## config.mk

```make
export PLATFORM = sky130hd
export DESIGN_NAME = srpc_rx_perf_counters
export DESIGN_NICKNAME = d
export VERILOG_FILES = /design/src/verilog/srpc_pkg.sv /design/src/verilog/srpc_rx_perf_counters.sv
export SDC_FILE = /design/constraint.sdc
export NUM_CORES = 1
export LEC_CHECK = 0
export BUFFER_PORTS_ARGS = -buffer_cell sky130_fd_sc_hd__buf_2
export CAP_MARGIN = 15
export CORE_MARGIN = 2
export CORE_UTILIZATION = 50
export DETAILED_ROUTE_END_ITERATION = 12
export PLACE_DENSITY = 0.77
export SLEW_MARGIN = 40
export SYNTH_ARGS = -nofsm -noshare
export SYNTH_HDL_FRONTEND = slang
export SYNTH_SLANG_ARGS = --single-unit
```

## constraint.sdc

```tcl
create_clock -name mclk -period 4.05 [get_ports mclk]
set_input_delay 0.405 -clock mclk [delete_from_list [all_inputs] [get_ports mclk]]
set_output_delay 0.405 -clock mclk [all_outputs]
set_load 0.03 [all_outputs]
```

## src/verilog/srpc_pkg.sv

```systemverilog
`default_nettype none
package srpc_pkg;
	// Processor port geometry
	localparam int SRPC_ADDR_W = 10;
	localparam int SRPC_DATA_W = 8;
	localparam int SRPC_PKT_LEN_W = 16;

	// Register byte addresses
	localparam logic [9:0] SRPC_SIZE_VIOL_B0 = 10'h114;
	localparam logic [9:0] SRPC_SIZE_VIOL_B1 = 10'h115;
	localparam logic [9:0] SRPC_SIZE_VIOL_B2 = 10'h116;
	localparam logic [9:0] SRPC_GOOD_B0 = 10'h118;
	localparam logic [9:0] SRPC_GOOD_B1 = 10'h119;
	localparam logic [9:0] SRPC_GOOD_B2 = 10'h11A;
	localparam logic [9:0] SRPC_GOOD_B3 = 10'h11B;
	localparam logic [9:0] SRPC_ABORT_B0 = 10'h11C;
	localparam logic [9:0] SRPC_ABORT_B1 = 10'h11D;
	localparam logic [9:0] SRPC_ABORT_B2 = 10'h11E;
	localparam logic [9:0] SRPC_ABORT_B3 = 10'h11F;
	localparam logic [9:0] SRPC_UPDATE_REQ = 10'h120;
	localparam logic [9:0] SRPC_UPDATE_DONE = 10'h121;
	localparam logic [9:0] SRPC_X86_STATUS = 10'h122;
	localparam logic [9:0] SRPC_X86_IRQ_EN = 10'h123;

	// Field positions
	localparam int SRPC_UPDATE_BIT = 0;
	localparam int SRPC_ADDR_MISMATCH_BIT = 0;
	localparam int SRPC_CONTROL_MISMATCH_BIT = 1;
	localparam int SRPC_SAPI_LOW_MISMATCH_BIT = 2;
	localparam int SRPC_SAPI_HIGH_MISMATCH_BIT = 3;

	// Reset values
	localparam logic [7:0] SRPC_REG_RESET = 8'h00;
	localparam logic [3:0] SRPC_FLAGS_RESET = 4'h0;
	localparam logic [7:0] SRPC_UNMAPPED_READ = 8'h00;

	// Processor port pins after synchronisation
	typedef struct packed {
		logic cs_n;
		logic rd_n;
		logic wr_n;
		logic [SRPC_ADDR_W-1:0] addr;
		logic [SRPC_DATA_W-1:0] wdata;
	} srpc_cpu_t;

	// End-of-packet report from the receive packet processor
	typedef struct packed {
		logic valid;
		logic abort;
		logic size_violation;
		logic [SRPC_PKT_LEN_W-1:0] bytes;
	} srpc_pkt_t;

	// Received X.86 header fields
	typedef struct packed {
		logic valid;
		logic [7:0] sapi_high;
		logic [7:0] sapi_low;
		logic [7:0] control;
		logic [7:0] address;
	} srpc_hdr_t;
endpackage
`default_nettype wire

```

## src/verilog/srpc_rx_perf_counters.sv

```systemverilog
`timescale 1ns/1ps
`default_nettype none

// Behaviour
// - A 24-bit running count of received packets with a size violation is kept.
// - Bytes of size-violation packets go to the aborted byte count, not the good one.
// - A 32-bit count of bytes in packets stored without an abort indication is kept.
// - A separate 32-bit count of bytes in packets stored with an abort indication is kept.
// - Byte counts take whatever length the packet processor reports, dropped bytes included.
// - Each wide count reads as consecutive bytes, low byte first, from 114h, 118h and 11Ch.
// - A low-to-high write of the update bit snapshots the counts and restarts the counters.
// - The update acts on these serial receive counters and on nothing else.
// - The done flag sets when the snapshot ends and clears when the update bit returns to 0.
// - Bit 3 latches a SAPI high octet mismatch and clears on read.
// - Bit 2 latches a SAPI low octet mismatch and clears on read.
// - Bit 1 latches a control field mismatch and clears on read.
// - Bit 0 latches an address field mismatch and clears on read.
// - Each mismatch flag raises the interrupt only while its enable bit is 1.
module srpc_rx_perf_counters
	import srpc_pkg::*;
#(
	parameter int SIZE_VIOL_W = 24,
	parameter int BYTE_CNT_W = 32
) (
	input wire logic mclk,
	input wire logic rst_n,
	input wire logic cpu_cs_n,
	input wire logic cpu_rd_n,
	input wire logic cpu_wr_n,
	input wire logic [SRPC_ADDR_W-1:0] cpu_addr,
	input wire logic [SRPC_DATA_W-1:0] cpu_data_in,
	output logic [SRPC_DATA_W-1:0] cpu_data_out,
	output logic cpu_data_oe,
	input wire srpc_pkt_t rx_pkt,
	input wire srpc_hdr_t rx_hdr,
	input wire logic [7:0] expected_sapi_high,
	input wire logic [7:0] expected_sapi_low,
	input wire logic [7:0] expected_control_value,
	input wire logic [7:0] expected_address_value,
	output logic x86_mismatch_irq
);

	// Processor port synchroniser stages
	srpc_cpu_t cpu_meta_reg;
	srpc_cpu_t cpu_sync_reg;
	logic rd_active_reg;
	logic wr_active_reg;

	// Running counters
	logic [SIZE_VIOL_W-1:0] size_viol_run_reg;
	logic [BYTE_CNT_W-1:0] good_run_reg;
	logic [BYTE_CNT_W-1:0] abort_run_reg;

	// Snapshot registers seen by software
	logic [SIZE_VIOL_W-1:0] size_viol_snap_reg;
	logic [BYTE_CNT_W-1:0] good_snap_reg;
	logic [BYTE_CNT_W-1:0] abort_snap_reg;

	// Control and status
	logic update_req_reg;
	logic snap_pending_reg;
	logic update_done_reg;
	logic [3:0] mismatch_flags_reg;
	logic [3:0] irq_enable_reg;

	// Output flops
	logic [SRPC_DATA_W-1:0] rdata_reg;
	logic rdata_oe_reg;
	logic irq_reg;

	// Bus decode
	wire logic rd_active;
	wire logic wr_active;
	wire logic rd_start;
	wire logic wr_start;
	wire logic [SRPC_ADDR_W-1:0] bus_addr;
	wire logic [SRPC_DATA_W-1:0] bus_wdata;
	wire logic wr_update;
	wire logic wr_irq_en;
	wire logic rd_status;
	wire logic update_rise;
	wire logic update_fall;
	logic [SRPC_DATA_W-1:0] read_mux;

	// Packet accounting
	wire logic pkt_is_bad;
	wire logic [BYTE_CNT_W-1:0] pkt_bytes_ext;
	wire logic [BYTE_CNT_W-1:0] good_add;
	wire logic [BYTE_CNT_W-1:0] abort_add;
	wire logic [SIZE_VIOL_W-1:0] size_viol_add;
	wire logic [SIZE_VIOL_W-1:0] size_viol_sum;
	wire logic [BYTE_CNT_W-1:0] good_sum;
	wire logic [BYTE_CNT_W-1:0] abort_sum;

	// Header comparison
	wire logic [3:0] mismatch_set;
	wire logic [3:0] mismatch_clear;
	wire logic [3:0] mismatch_next;
	wire logic [3:0] irq_source;
	wire logic [7:0] hdr_seen [4];
	wire logic [7:0] hdr_expected [4];

	// Snapshot byte lanes
	localparam int SIZE_VIOL_BYTES = SIZE_VIOL_W / 8;
	localparam int BYTE_CNT_BYTES = BYTE_CNT_W / 8;
	wire logic [7:0] size_viol_lane [SIZE_VIOL_BYTES];
	wire logic [7:0] good_lane [BYTE_CNT_BYTES];
	wire logic [7:0] abort_lane [BYTE_CNT_BYTES];

	// Two flops on every processor pin before use
	always_ff @(posedge mclk or negedge rst_n) begin
		if (!rst_n) begin
			cpu_meta_reg <= '{cs_n: 1'b1, rd_n: 1'b1, wr_n: 1'b1, default: '0};
			cpu_sync_reg <= '{cs_n: 1'b1, rd_n: 1'b1, wr_n: 1'b1, default: '0};
		end else begin
			cpu_meta_reg <= '{cs_n: cpu_cs_n, rd_n: cpu_rd_n, wr_n: cpu_wr_n,
				addr: cpu_addr, wdata: cpu_data_in};
			cpu_sync_reg <= cpu_meta_reg;
		end
	end

	// Strobe edge history
	always_ff @(posedge mclk or negedge rst_n) begin
		if (!rst_n) begin
			rd_active_reg <= 1'b0;
			wr_active_reg <= 1'b0;
		end else begin
			rd_active_reg <= rd_active;
			wr_active_reg <= wr_active;
		end
	end

	// Access detection, one action per strobe
	assign rd_active = !cpu_sync_reg.cs_n && !cpu_sync_reg.rd_n;
	assign wr_active = !cpu_sync_reg.cs_n && !cpu_sync_reg.wr_n;
	assign rd_start = rd_active && !rd_active_reg;
	assign wr_start = wr_active && !wr_active_reg;
	assign bus_addr = cpu_sync_reg.addr;
	assign bus_wdata = cpu_sync_reg.wdata;
	assign wr_update = wr_start && (bus_addr == SRPC_UPDATE_REQ);
	assign wr_irq_en = wr_start && (bus_addr == SRPC_X86_IRQ_EN);
	assign rd_status = rd_start && (bus_addr == SRPC_X86_STATUS);

	// Update bit edges as written by software
	assign update_rise = wr_update && bus_wdata[SRPC_UPDATE_BIT] && !update_req_reg;
	assign update_fall = wr_update && !bus_wdata[SRPC_UPDATE_BIT];

	// Snapshots cut into bytes, lane 0 holding the low byte
	for (genvar b = 0; b < SIZE_VIOL_BYTES; b++) begin : g_size_viol_lane
		assign size_viol_lane[b] = size_viol_snap_reg[8*b +: 8];
	end
	for (genvar b = 0; b < BYTE_CNT_BYTES; b++) begin : g_count_lane
		assign good_lane[b] = good_snap_reg[8*b +: 8];
		assign abort_lane[b] = abort_snap_reg[8*b +: 8];
	end

	// Read multiplexer, low byte at the lowest address
	always_comb begin
		read_mux = SRPC_UNMAPPED_READ;
		case (bus_addr)
			SRPC_SIZE_VIOL_B0: read_mux = size_viol_lane[0];
			SRPC_SIZE_VIOL_B1: read_mux = size_viol_lane[1];
			SRPC_SIZE_VIOL_B2: read_mux = size_viol_lane[2];
			SRPC_GOOD_B0: read_mux = good_lane[0];
			SRPC_GOOD_B1: read_mux = good_lane[1];
			SRPC_GOOD_B2: read_mux = good_lane[2];
			SRPC_GOOD_B3: read_mux = good_lane[3];
			SRPC_ABORT_B0: read_mux = abort_lane[0];
			SRPC_ABORT_B1: read_mux = abort_lane[1];
			SRPC_ABORT_B2: read_mux = abort_lane[2];
			SRPC_ABORT_B3: read_mux = abort_lane[3];
			SRPC_UPDATE_REQ: read_mux = {7'h00, update_req_reg};
			SRPC_UPDATE_DONE: read_mux = {7'h00, update_done_reg};
			SRPC_X86_STATUS: read_mux = {4'h0, mismatch_flags_reg};
			SRPC_X86_IRQ_EN: read_mux = {4'h0, irq_enable_reg};
			default: read_mux = SRPC_UNMAPPED_READ;
		endcase
	end

	// Read data is captured at the start of the strobe and driven while it lasts
	always_ff @(posedge mclk or negedge rst_n) begin
		if (!rst_n) begin
			rdata_reg <= SRPC_REG_RESET;
			rdata_oe_reg <= 1'b0;
		end else begin
			if (rd_start) begin
				rdata_reg <= read_mux;
			end
			rdata_oe_reg <= rd_active;
		end
	end

	// Per-packet contributions; size violations count as aborted bytes
	assign pkt_is_bad = rx_pkt.abort || rx_pkt.size_violation;
	assign pkt_bytes_ext = BYTE_CNT_W'(rx_pkt.bytes);
	assign good_add = (rx_pkt.valid && !pkt_is_bad) ? pkt_bytes_ext : '0;
	assign abort_add = (rx_pkt.valid && pkt_is_bad) ? pkt_bytes_ext : '0;
	assign size_viol_add = (rx_pkt.valid && rx_pkt.size_violation) ?
		SIZE_VIOL_W'(1) : '0;
	assign size_viol_sum = size_viol_run_reg + size_viol_add;
	assign good_sum = good_run_reg + good_add;
	assign abort_sum = abort_run_reg + abort_add;

	// Size violation counter restarts on update, keeping a packet that ends in that cycle
	always_ff @(posedge mclk or negedge rst_n) begin
		if (!rst_n) begin
			size_viol_run_reg <= '0;
		end else if (update_rise) begin
			size_viol_run_reg <= size_viol_add;
		end else begin
			size_viol_run_reg <= size_viol_sum;
		end
	end

	// Good byte counter, same restart rule
	always_ff @(posedge mclk or negedge rst_n) begin
		if (!rst_n) begin
			good_run_reg <= '0;
		end else if (update_rise) begin
			good_run_reg <= good_add;
		end else begin
			good_run_reg <= good_sum;
		end
	end

	// Aborted byte counter, same restart rule
	always_ff @(posedge mclk or negedge rst_n) begin
		if (!rst_n) begin
			abort_run_reg <= '0;
		end else if (update_rise) begin
			abort_run_reg <= abort_add;
		end else begin
			abort_run_reg <= abort_sum;
		end
	end

	// Size violation snapshot, serial receive counters only
	always_ff @(posedge mclk or negedge rst_n) begin
		if (!rst_n) begin
			size_viol_snap_reg <= '0;
		end else if (update_rise) begin
			size_viol_snap_reg <= size_viol_run_reg;
		end
	end

	// Good byte snapshot
	always_ff @(posedge mclk or negedge rst_n) begin
		if (!rst_n) begin
			good_snap_reg <= '0;
		end else if (update_rise) begin
			good_snap_reg <= good_run_reg;
		end
	end

	// Aborted byte snapshot
	always_ff @(posedge mclk or negedge rst_n) begin
		if (!rst_n) begin
			abort_snap_reg <= '0;
		end else if (update_rise) begin
			abort_snap_reg <= abort_run_reg;
		end
	end

	// Update request bit as held by software
	always_ff @(posedge mclk or negedge rst_n) begin
		if (!rst_n) begin
			update_req_reg <= 1'b0;
		end else if (wr_update) begin
			update_req_reg <= bus_wdata[SRPC_UPDATE_BIT];
		end
	end

	// Done flag follows the snapshot, dropped when the request returns to 0
	always_ff @(posedge mclk or negedge rst_n) begin
		if (!rst_n) begin
			snap_pending_reg <= 1'b0;
			update_done_reg <= 1'b0;
		end else begin
			snap_pending_reg <= update_rise;
			if (update_fall || update_rise) begin
				update_done_reg <= 1'b0;
			end else if (snap_pending_reg) begin
				update_done_reg <= 1'b1;
			end
		end
	end

	// Header fields lined up with their flag positions
	assign hdr_seen[SRPC_SAPI_HIGH_MISMATCH_BIT] = rx_hdr.sapi_high;
	assign hdr_seen[SRPC_SAPI_LOW_MISMATCH_BIT] = rx_hdr.sapi_low;
	assign hdr_seen[SRPC_CONTROL_MISMATCH_BIT] = rx_hdr.control;
	assign hdr_seen[SRPC_ADDR_MISMATCH_BIT] = rx_hdr.address;
	assign hdr_expected[SRPC_SAPI_HIGH_MISMATCH_BIT] = expected_sapi_high;
	assign hdr_expected[SRPC_SAPI_LOW_MISMATCH_BIT] = expected_sapi_low;
	assign hdr_expected[SRPC_CONTROL_MISMATCH_BIT] = expected_control_value;
	assign hdr_expected[SRPC_ADDR_MISMATCH_BIT] = expected_address_value;

	// One comparator and one interrupt gate per flag
	for (genvar f = 0; f < 4; f++) begin : g_flag
		assign mismatch_set[f] = rx_hdr.valid &&
			(hdr_seen[f] != hdr_expected[f]);
		assign irq_source[f] = mismatch_flags_reg[f] && irq_enable_reg[f];
	end

	// Clear only what the read returned; a new set wins
	assign mismatch_clear = rd_status ? mismatch_flags_reg : 4'h0;
	assign mismatch_next = (mismatch_flags_reg & ~mismatch_clear) | mismatch_set;

	// Latched mismatch flags
	always_ff @(posedge mclk or negedge rst_n) begin
		if (!rst_n) begin
			mismatch_flags_reg <= SRPC_FLAGS_RESET;
		end else begin
			mismatch_flags_reg <= mismatch_next;
		end
	end

	// Interrupt enables
	always_ff @(posedge mclk or negedge rst_n) begin
		if (!rst_n) begin
			irq_enable_reg <= SRPC_FLAGS_RESET;
		end else if (wr_irq_en) begin
			irq_enable_reg <= bus_wdata[3:0];
		end
	end

	// Interrupt from enabled flags only
	always_ff @(posedge mclk or negedge rst_n) begin
		if (!rst_n) begin
			irq_reg <= 1'b0;
		end else begin
			irq_reg <= |irq_source;
		end
	end

	// Outputs straight from flops
	assign cpu_data_out = rdata_reg;
	assign cpu_data_oe = rdata_oe_reg;
	assign x86_mismatch_irq = irq_reg;

endmodule
`default_nettype wire

```

==> results of run 1 <==
-- what timing repair did --
item / CTS / global route
hold buffers: 18 / 0
endpoints found under the setup margin: 0 / 0
hold endpoints to repair: 78 / 0
-- worst min-delay path by stage --
stage	cells past startpoint	slack [ns]	start	endpoint
6_report	3	0.19	rx_hdr[32]	mismatch_flags_reg[2]
5_1_grt	3	0.21	rx_hdr[32]	mismatch_flags_reg[1]
4_1_cts	3	0.18	rx_hdr[32]	mismatch_flags_reg[3]
3_5_place_dp	0	0.33	cpu_meta_reg[8]	bus_addr[0]
3_3_place_gp	0	0.33	cpu_meta_reg[17]	bus_addr[9]
2_1_floorplan	0	0.11	rst_n	abort_run_reg[0]
-- power by group through the flow --
| stage | sequential (mW) | combinational [mW] | clock [mW] |
|---|---|---|---|
| after global routing | 2.85 | 1.53 | 2.65 |
| after detailed placement | 2.85 | 1.32 | 0 |
| after global placement | 2.84 | 1.26 | 0 |
| after CTS | 2.81 | 1.35 | 2.54 |
| after floorplan | 2.76 | 1.01 | 0 |
| final | 2.82 | 1.35 | 2.52 |
-- worst min-delay path: stages --
cell and delay (ns):
sky130_fd_sc_hd__buf_2 0.14, sky130_fd_sc_hd__o21ai_0 0.08, sky130_fd_sc_hd__nand2_1 0.06
-- cell families after synthesis --
family          count (synthesis)  share of synthesized area
compound gates                222                     0.1152
fa+ha+maj                      36                    0.03870
mux                            43                    0.04900
flops                         232                     0.4834
simple gates                  591                     0.2192
buf+inv                        69                    0.03485
xor+xnor                       82                    0.05972
-- layout by cell type, fill, tap and decap left out, types with 7 or more instances in the layout --
cell type,synthesis,routed
sky130_fd_sc_hd__a211o_1,7,7
sky130_fd_sc_hd__a21o_1,14,14
sky130_fd_sc_hd__a21oi_1,57,57
sky130_fd_sc_hd__a22oi_1,9,9
sky130_fd_sc_hd__a31oi_1,11,11
sky130_fd_sc_hd__and2_1,38,38
sky130_fd_sc_hd__and3_1,14,14
sky130_fd_sc_hd__buf_2,15,111
sky130_fd_sc_hd__buf_4,6,12
sky130_fd_sc_hd__clkbuf_16,0,25
sky130_fd_sc_hd__dfrtp_1,226,226
sky130_fd_sc_hd__dlygate4sd3_1,0,18
sky130_fd_sc_hd__ha_1,34,34
sky130_fd_sc_hd__inv_1,15,15
sky130_fd_sc_hd__mux2_2,14,14
sky130_fd_sc_hd__mux2i_1,15,15
sky130_fd_sc_hd__mux4_2,11,11
sky130_fd_sc_hd__nand2_1,356,356
sky130_fd_sc_hd__nand3_1,28,28
sky130_fd_sc_hd__nand4_1,25,25
sky130_fd_sc_hd__nor2_1,74,74
sky130_fd_sc_hd__nor3_1,8,8
sky130_fd_sc_hd__o21a_1,7,7
sky130_fd_sc_hd__o21ai_0,64,64
sky130_fd_sc_hd__or3_1,16,16
sky130_fd_sc_hd__xnor2_1,52,52
sky130_fd_sc_hd__xor2_1,30,30
-- cell type report --
type | instances | area [µm²]
clock buffer | 30 | 664.4
clock inverter | 16 | 244.0
fill | 1977 | 9612
inverter | 16 | 65.06
multi-input combinational | 974 | 5797
sequential | 232 | 5813
tap | 319 | 399.1
timing repair buffer | 147 | 948.4
-- per-layer routing --
layer / track usage / share of wire / vias to the layer above
met5: 0 / 0 / -
met4: 0.06736 / 0.027 / 0
met3: 0.03699 / 0.053 / 53
met2: 0.3879 / 0.48 / 283
met1: 0.3119 / 0.44 / 4735
li1: - / - / 4636
-- through the flow --
stage                       util  area, µm²  cells
final                     0.5917      13930   1734
after global routing      0.5917      13930   1734
after CTS                 0.5917      13930   1734
after detailed placement  0.5455      12840   1670
after global placement    0.5443      12810   1669
after floorplan                -      12030   1275
==> results.txt, run 1 <==
The run finished with clean final reports. The number of pins with negative max-slew slack in the final report is 0. The H-tree depth came out at 1. The number of standard-cell rows in the floorplan is 56.

Timing would allow up to 310.2 MHz. The cell-internal power is 4.751 mW. For the worst setup path, the data required time is 4.45 ns. The clock latency on the worst-skew pair came out at 0.53 ns. The distinct cell type count after synthesis is 70. The clock power share came out at 0.377. The class of the most critical hold timing path is in -> reg. After synthesis, the most frequently instantiated cells are 356 x sky130_fd_sc_hd__nand2_1, 226 x sky130_fd_sc_hd__dfrtp_1, 74 x sky130_fd_sc_hd__nor2_1. In the synthesized netlist the dominant register cell turns out to be sky130_fd_sc_hd__dfrtp_1.

The worst clock skew is 0.01394 ns. Of all cell types, the one taking the most synthesized area is sky130_fd_sc_hd__dfrtp_1. The slowest stage of the critical path is the sky130_fd_sc_hd__nor3b_1 cell. After floorplanning, the core was sized to cover 23,540 µm². Buffers added to address setup during post-CTS repair amount to 0. The number of synthesized flops with an enable pin came out at 0. At the pin with the least slew margin, the transition time is 0.7547 ns.

In this run the mean area of a mapped cell was 9.433 µm². In the post-synthesis netlist, the cell with the most instances is sky130_fd_sc_hd__nand2_1. The number of antenna violations at the first check in global routing is 0. The final setup violation count is 0. The startpoint type of the worst setup path is a flip-flop.

The post-route fraction of the period consumed by the critical path came out at 0.7959. The CTS tree is done. The final global-route overflow total is 0.

For this run, the slowest stage of the critical path takes 0.68 ns. The via count normalized by instance count is 5.598. The highest net fanout along the worst path came out at 50.

The share of the yosys chip area belonging to registers is 0.4834. The maximum ir drop on the vdd rail is 0.3090 mV. Max-cap violations in this run came to 0. The first-pass iteration count of the detailed router is 5. The worst slew slack as a fraction of its limit came out at 0.4898. The layout overhead on the synthesized area came out at 15.83%. The worst register-to-register path begins at bus_addr[9]. The die outline area is 25,310 µm². The cell at the root of the clock tree is sky130_fd_sc_hd__clkbuf_16. The wire length per cell is 16.79 µm.

The fraction of final layout cells sized beyond drive strength 1 came out at 0.1512. The maximum number of pins on one net before global-route repair came out at 70. The violation count after the first detailed-route iteration is 796. The arrival time of data at the critical path endpoint is 3.62 ns.

Counting every instance in the synthesized netlist gives 1,275. The effective utilization at floorplan came out at 0.5108. The critical path buffer and inverter count is 2.

The net count after synthesis is 1,418. In this run the power spent charging and discharging nets is 1.946 mW. The count of yosys warnings during synthesis is 0. The worst hold margin is 0.1946 ns. The power density relative to cell area came out at 480.7 nW/µm². In the global route stage, overall resource usage came out at 0.2311. The power share of the sequential group is 0.421.

Routability-driven placement finished with a final weighted congestion of 0.8886. The worst reg2reg path endpoint is good_run_reg[9]. The leakage power of the design came out at 6.728 nW. The net count of the finished layout is 1,539. The cell depth of the worst flop-to-flop path came out at 9. The count of instances resized after the clock tree is built is 0. Counting buffers and inverters, the worst setup path is 9 cells deep. By area the synthesized netlist is led by sky130_fd_sc_hd__dfrtp_1 47%, sky130_fd_sc_hd__nand2_1 11%, sky130_fd_sc_hd__xnor2_1 3.8%.

The worst setup path is captured at a flip-flop. Setup repair after global routing left no endpoint under its margin. The worst setup slack before clock tree synthesis came out at 0.5181 ns.

The largest buffer count on any clock path is 3. The number of inserted diodes came out at 0. The cell area that synthesis handed to floorplanning was 12,030 µm². The slack of the worst reg-to-reg path is 0.83 ns. The critical path startpoint is bus_addr[9].

The global-route wire length before repair is 48,360 µm. The detail route stage leaves a number of antenna-violating nets equal to 0. The capture point of the worst path is good_run_reg[9]. The cell family contributing the most delay on the critical path is simple AND/OR/NAND/NOR gates. The post-detailed-routing wire length came out at 29,120 µm. The worst setup path is of the reg -> reg kind. The width of the die is 159.1 µm. The post-synthesis register bit count came out at 232.

The signal on the critical path passes through nor2b_1 > nor3b_1 > nand3_2 > or3b_4 > inv_6 > buf_4 > nor2_1 > mux2i_1 > o311ai_1. The number of clock sinks is 232. The number of buffers added by the clock tree synthesis step is 25. After clock tree synthesis, the clock-pin slew on the worst setup and hold paths is 0.06 ns. The share of total power dissipated in combinational logic is 0.202.

The half-perimeter wire length after placement came out at 20,070 µm. The via count of the first global-routing pass is 9,566. The total count of hold-check failures in the final report is 0. For this design the top-level I/O count stands at 117. The post-route setup TNS came out at 0 ns. The count of input and output buffers is 112.

The final route contains 9,707 vias. The top-area cell type share of the netlist area came out at 0.4702. The total power of the final layout came out at 6.697 mW. The smallest clock period supported by the final layout is computed as 3.223 ns.

The number of DRC violations after detailed routing came out at 0. Setup slack on the critical path of the routed design comes to 0.8266 ns. The share of synthesized flip-flops with an asynchronous set or reset came out at 1.000. The die boundary height is 159.1 µm.

Of the total power, the share spent switching nets is 0.2905.
(Power assumes the default switching activity.)
==> inputs of run 2 (changes only) <==
Clock period 4.05 ns to 3.2 ns, I/O delays scaled along.
==> results.txt, run 2 (same netlist as run 1, synthesis figures left out) <==
The run finished with clean final reports. The post-route worst setup slack is 0.4038 ns (-0.4229 ns). The clock latency on the worst-skew pair is 0.52 ns (about the same). The worst slew slack as a fraction of its limit came out at 0.5690 (+0.07927).

The maximum number of pins on one net before global-route repair came out at 116 (+66%). The clock power share is 0.348 (-0.029). The reg-to-reg startpoint is bus_addr[2]. The die outline area is 25,310 µm² (unchanged). The startpoint identified for the worst hold timing path is rx_hdr[32]. STA classifies the critical path endpoint as a flip-flop. The number of inserted diodes came out at 0 (unchanged). The number of antenna violations at the first check in global routing came out at 0 (unchanged).

The wire length per cell came out at 16.57 µm (-1.3%). The library cell used most frequently in the layout, excluding fill and tap cells, is sky130_fd_sc_hd__nand2_1. The power density relative to cell area is 581.2 nW/µm² (+21%). The number of buffers added by the clock tree synthesis step is 25 (unchanged). The net count of the finished layout is 1,554 (+0.97%). The maximum clock frequency was 357.6 MHz (+15%). The final critical delay including setup and external delays is 2.796 ns (-0.4271 ns).

The number of pins with negative max-slew slack in the final report was 0 (unchanged). The arrival time of data at the critical path endpoint is 3.17 ns (-0.45 ns). The final weighted congestion in routability-driven placement came out at 0.9061 (+2.0%).

The number of nets still failing antenna checks after routing is 0 (unchanged). Setup repair after global routing left no endpoint under its margin. The effective utilization at floorplan came out at 0.5108 (unchanged). The first-pass iteration count of the detailed router came out at 5 (unchanged). The fraction of final layout cells sized beyond drive strength 1 came to 0.1584 (+0.007137). The H-tree depth is 1 (unchanged). Relative to the synthesized area, the layout overhead comes to 16.04%. The critical path required time came out at 3.58 ns (-0.87 ns). The cell-internal power came out at 5.728 mW (+21%). In this run the worst setup path begins at bus_addr[2]. The violation count after the first detailed-route iteration was 761 (-4.4%). The power share of the sequential group came out at 0.436 (+0.015). The final global-route overflow total is 0 (unchanged).

The net switching power is 2.383 mW (+22%). The maximum ir drop on the vdd rail came out at 0.3267 mV (+5.8%). The switching part of the total came to 0.2938 (+0.003261). The number of clock sinks came out at 232 (unchanged).

The class of the most critical hold timing path is in -> reg. The worst setup path is launched from a flip-flop. The post-route fraction of the period consumed by the critical path is 0.8738 (+0.07793). The placeable core region is 23,540 µm² (unchanged). The number of post-CTS setup repair buffers came out at 0 (unchanged). The number of standard-cell rows in the floorplan is 56 (unchanged).

The post-detailed-routing wire length came out at 28,930 µm (-0.64%). The total global routing track utilization is 0.2289 (-0.002105). The global-route wire length before repair came out at 48,030 µm (-0.67%). The total power of the final layout came out at 8.110 mW (+21%). The count of vias placed by the detailed router came out at 9,672 (-0.36%). The half-perimeter wire length after placement was 20,090 µm (+0.11%). The critical path is of the reg -> reg type. The via count of the first global-routing pass came out at 9,528 (-0.40%).

The number of DRC violations after detailed routing came to 0 (unchanged). The width of the die is 159.1 µm (unchanged). TritonCTS built the clock tree. The highest net fanout along the worst path came out at 115 (+130%). The die boundary height is 159.1 µm (unchanged). The slew of the pin with the lowest slew margin is 0.6410 ns (-0.1138 ns). In this run the clock root is driven by a sky130_fd_sc_hd__clkbuf_16. The final setup violation count came out at 0 (unchanged).

The leakage power of the design came to 6.773 nW (+0.67%). The count of instances resized after the clock tree is built came out at 0 (unchanged). The total count of hold-check failures in the final report came out at 0 (unchanged). The clock slew seen by the registers of the worst setup and hold paths is 0.06 ns (about the same). The count of input and output buffers is 112 (unchanged).

The via count normalized by instance count came out at 5.540 (-1.0%). The worst setup slack before clock tree synthesis was -0.03966 ns (-0.5578 ns). The largest buffer count on any clock path was 3 (unchanged). The number of maximum-capacitance constraint violations is 0 (unchanged). The worst clock skew came out at 0.01124 ns (-0.002700 ns). The combinational share of power came out at 0.215 (+0.013). In the layout the commonest cells are 356 x sky130_fd_sc_hd__nand2_1, 226 x sky130_fd_sc_hd__dfrtp_1, 111 x sky130_fd_sc_hd__buf_2, 74 x sky130_fd_sc_hd__nor2_1, 64 x sky130_fd_sc_hd__o21ai_0. The total I/O pin count is 117 (unchanged).
==> run 2: changes by cell type in the layout (fill, tap and decap cells not counted), sizes merged <==
cell	previous run	this run
clkinv	5	7
buf	129	144
bufinv	6	2
clkinvlp	4	1
clkbuf	30	32
==> run 2: through the flow <==
step	setup TNS (ns)	utilization	instance area, µm²	std cells	hold slack [ns]
3_3_place_gp	0	0.5510	12970	1685	0.3338
5_1_grt	0	0.5928	13960	1746	0.1043
6_report	0	0.5928	13960	1746	0.1208
3_5_place_dp	-0.1278	0.5510	12970	1685	0.3363
4_1_cts	0	0.5925	13950	1746	0.1007
2_1_floorplan	0	-	12030	1275	0.02441
==> run 2: area by class of cell <==
class / instances / area (µm²)
clock buffers: 32 / 681.9
clock inverters: 11 / 115.1
fillers: 1963 / 9587
inverters: 16 / 65.06
multi-input cells: 974 / 5803
flip-flops and latches: 232 / 5813
well taps: 319 / 399.1
repair buffers: 162 / 1079
==> run 2: worst max-delay path, cell delays in order, from the launching register on <==
cell and delay, ns:
sky130_fd_sc_hd__dfrtp_1 0.46, sky130_fd_sc_hd__or4b_4 0.56, sky130_fd_sc_hd__nor3_4 0.21, sky130_fd_sc_hd__nand3_2 0.14, sky130_fd_sc_hd__or3b_4 0.44, sky130_fd_sc_hd__buf_12 0.26, sky130_fd_sc_hd__and3_1 0.26, sky130_fd_sc_hd__mux2i_1 0.15
sky130_fd_sc_hd__o311ai_1 0.12
==> run 2: per-layer routing <==
| layer | vias up | track usage | wire [µm] | part of all wire |
|---|---|---|---|---|
| met5 | - | 0 | 0 | 0 |
| met4 | 0 | 0.05785 | 644 | 0.022 |
| met3 | 52 | 0.03647 | 1804 | 0.062 |
| met2 | 318 | 0.3854 | 13710 | 0.47 |
| met1 | 4652 | 0.3121 | 12770 | 0.44 |
| li1 | 4650 | - | - | - |
==> run 2: final timing paths <==
kind,end,cells past startpoint,slack [ns]
worst max-delay path,good_run_reg[9],8,0.40
min in group asynchronous,cpu_meta_reg[2],2,0.39
max in group asynchronous,good_run_reg[9],3,1.93
worst min register to register,bus_addr[3],0,0.34
worst max register to register,good_run_reg[9],8,0.40
worst min-delay path,mismatch_flags_reg[0],3,0.12
==> run 2: timing repair <==
item	in CTS	in global routing
hold endpoints to repair	96	0
hold buffers	18	0
endpoints found under the setup margin	0	0
==> run 2: power by group through the flow <==
stage               logic (mW)  registers (mW)  clock network [mW]
floorplan                 1.27            3.50                   0
global placement          1.63            3.57                   0
detailed placement        1.70            3.58                   0
CTS                       1.73            3.53                2.86
global route              1.97            3.58                3.00
finish                    1.75            3.54                2.82
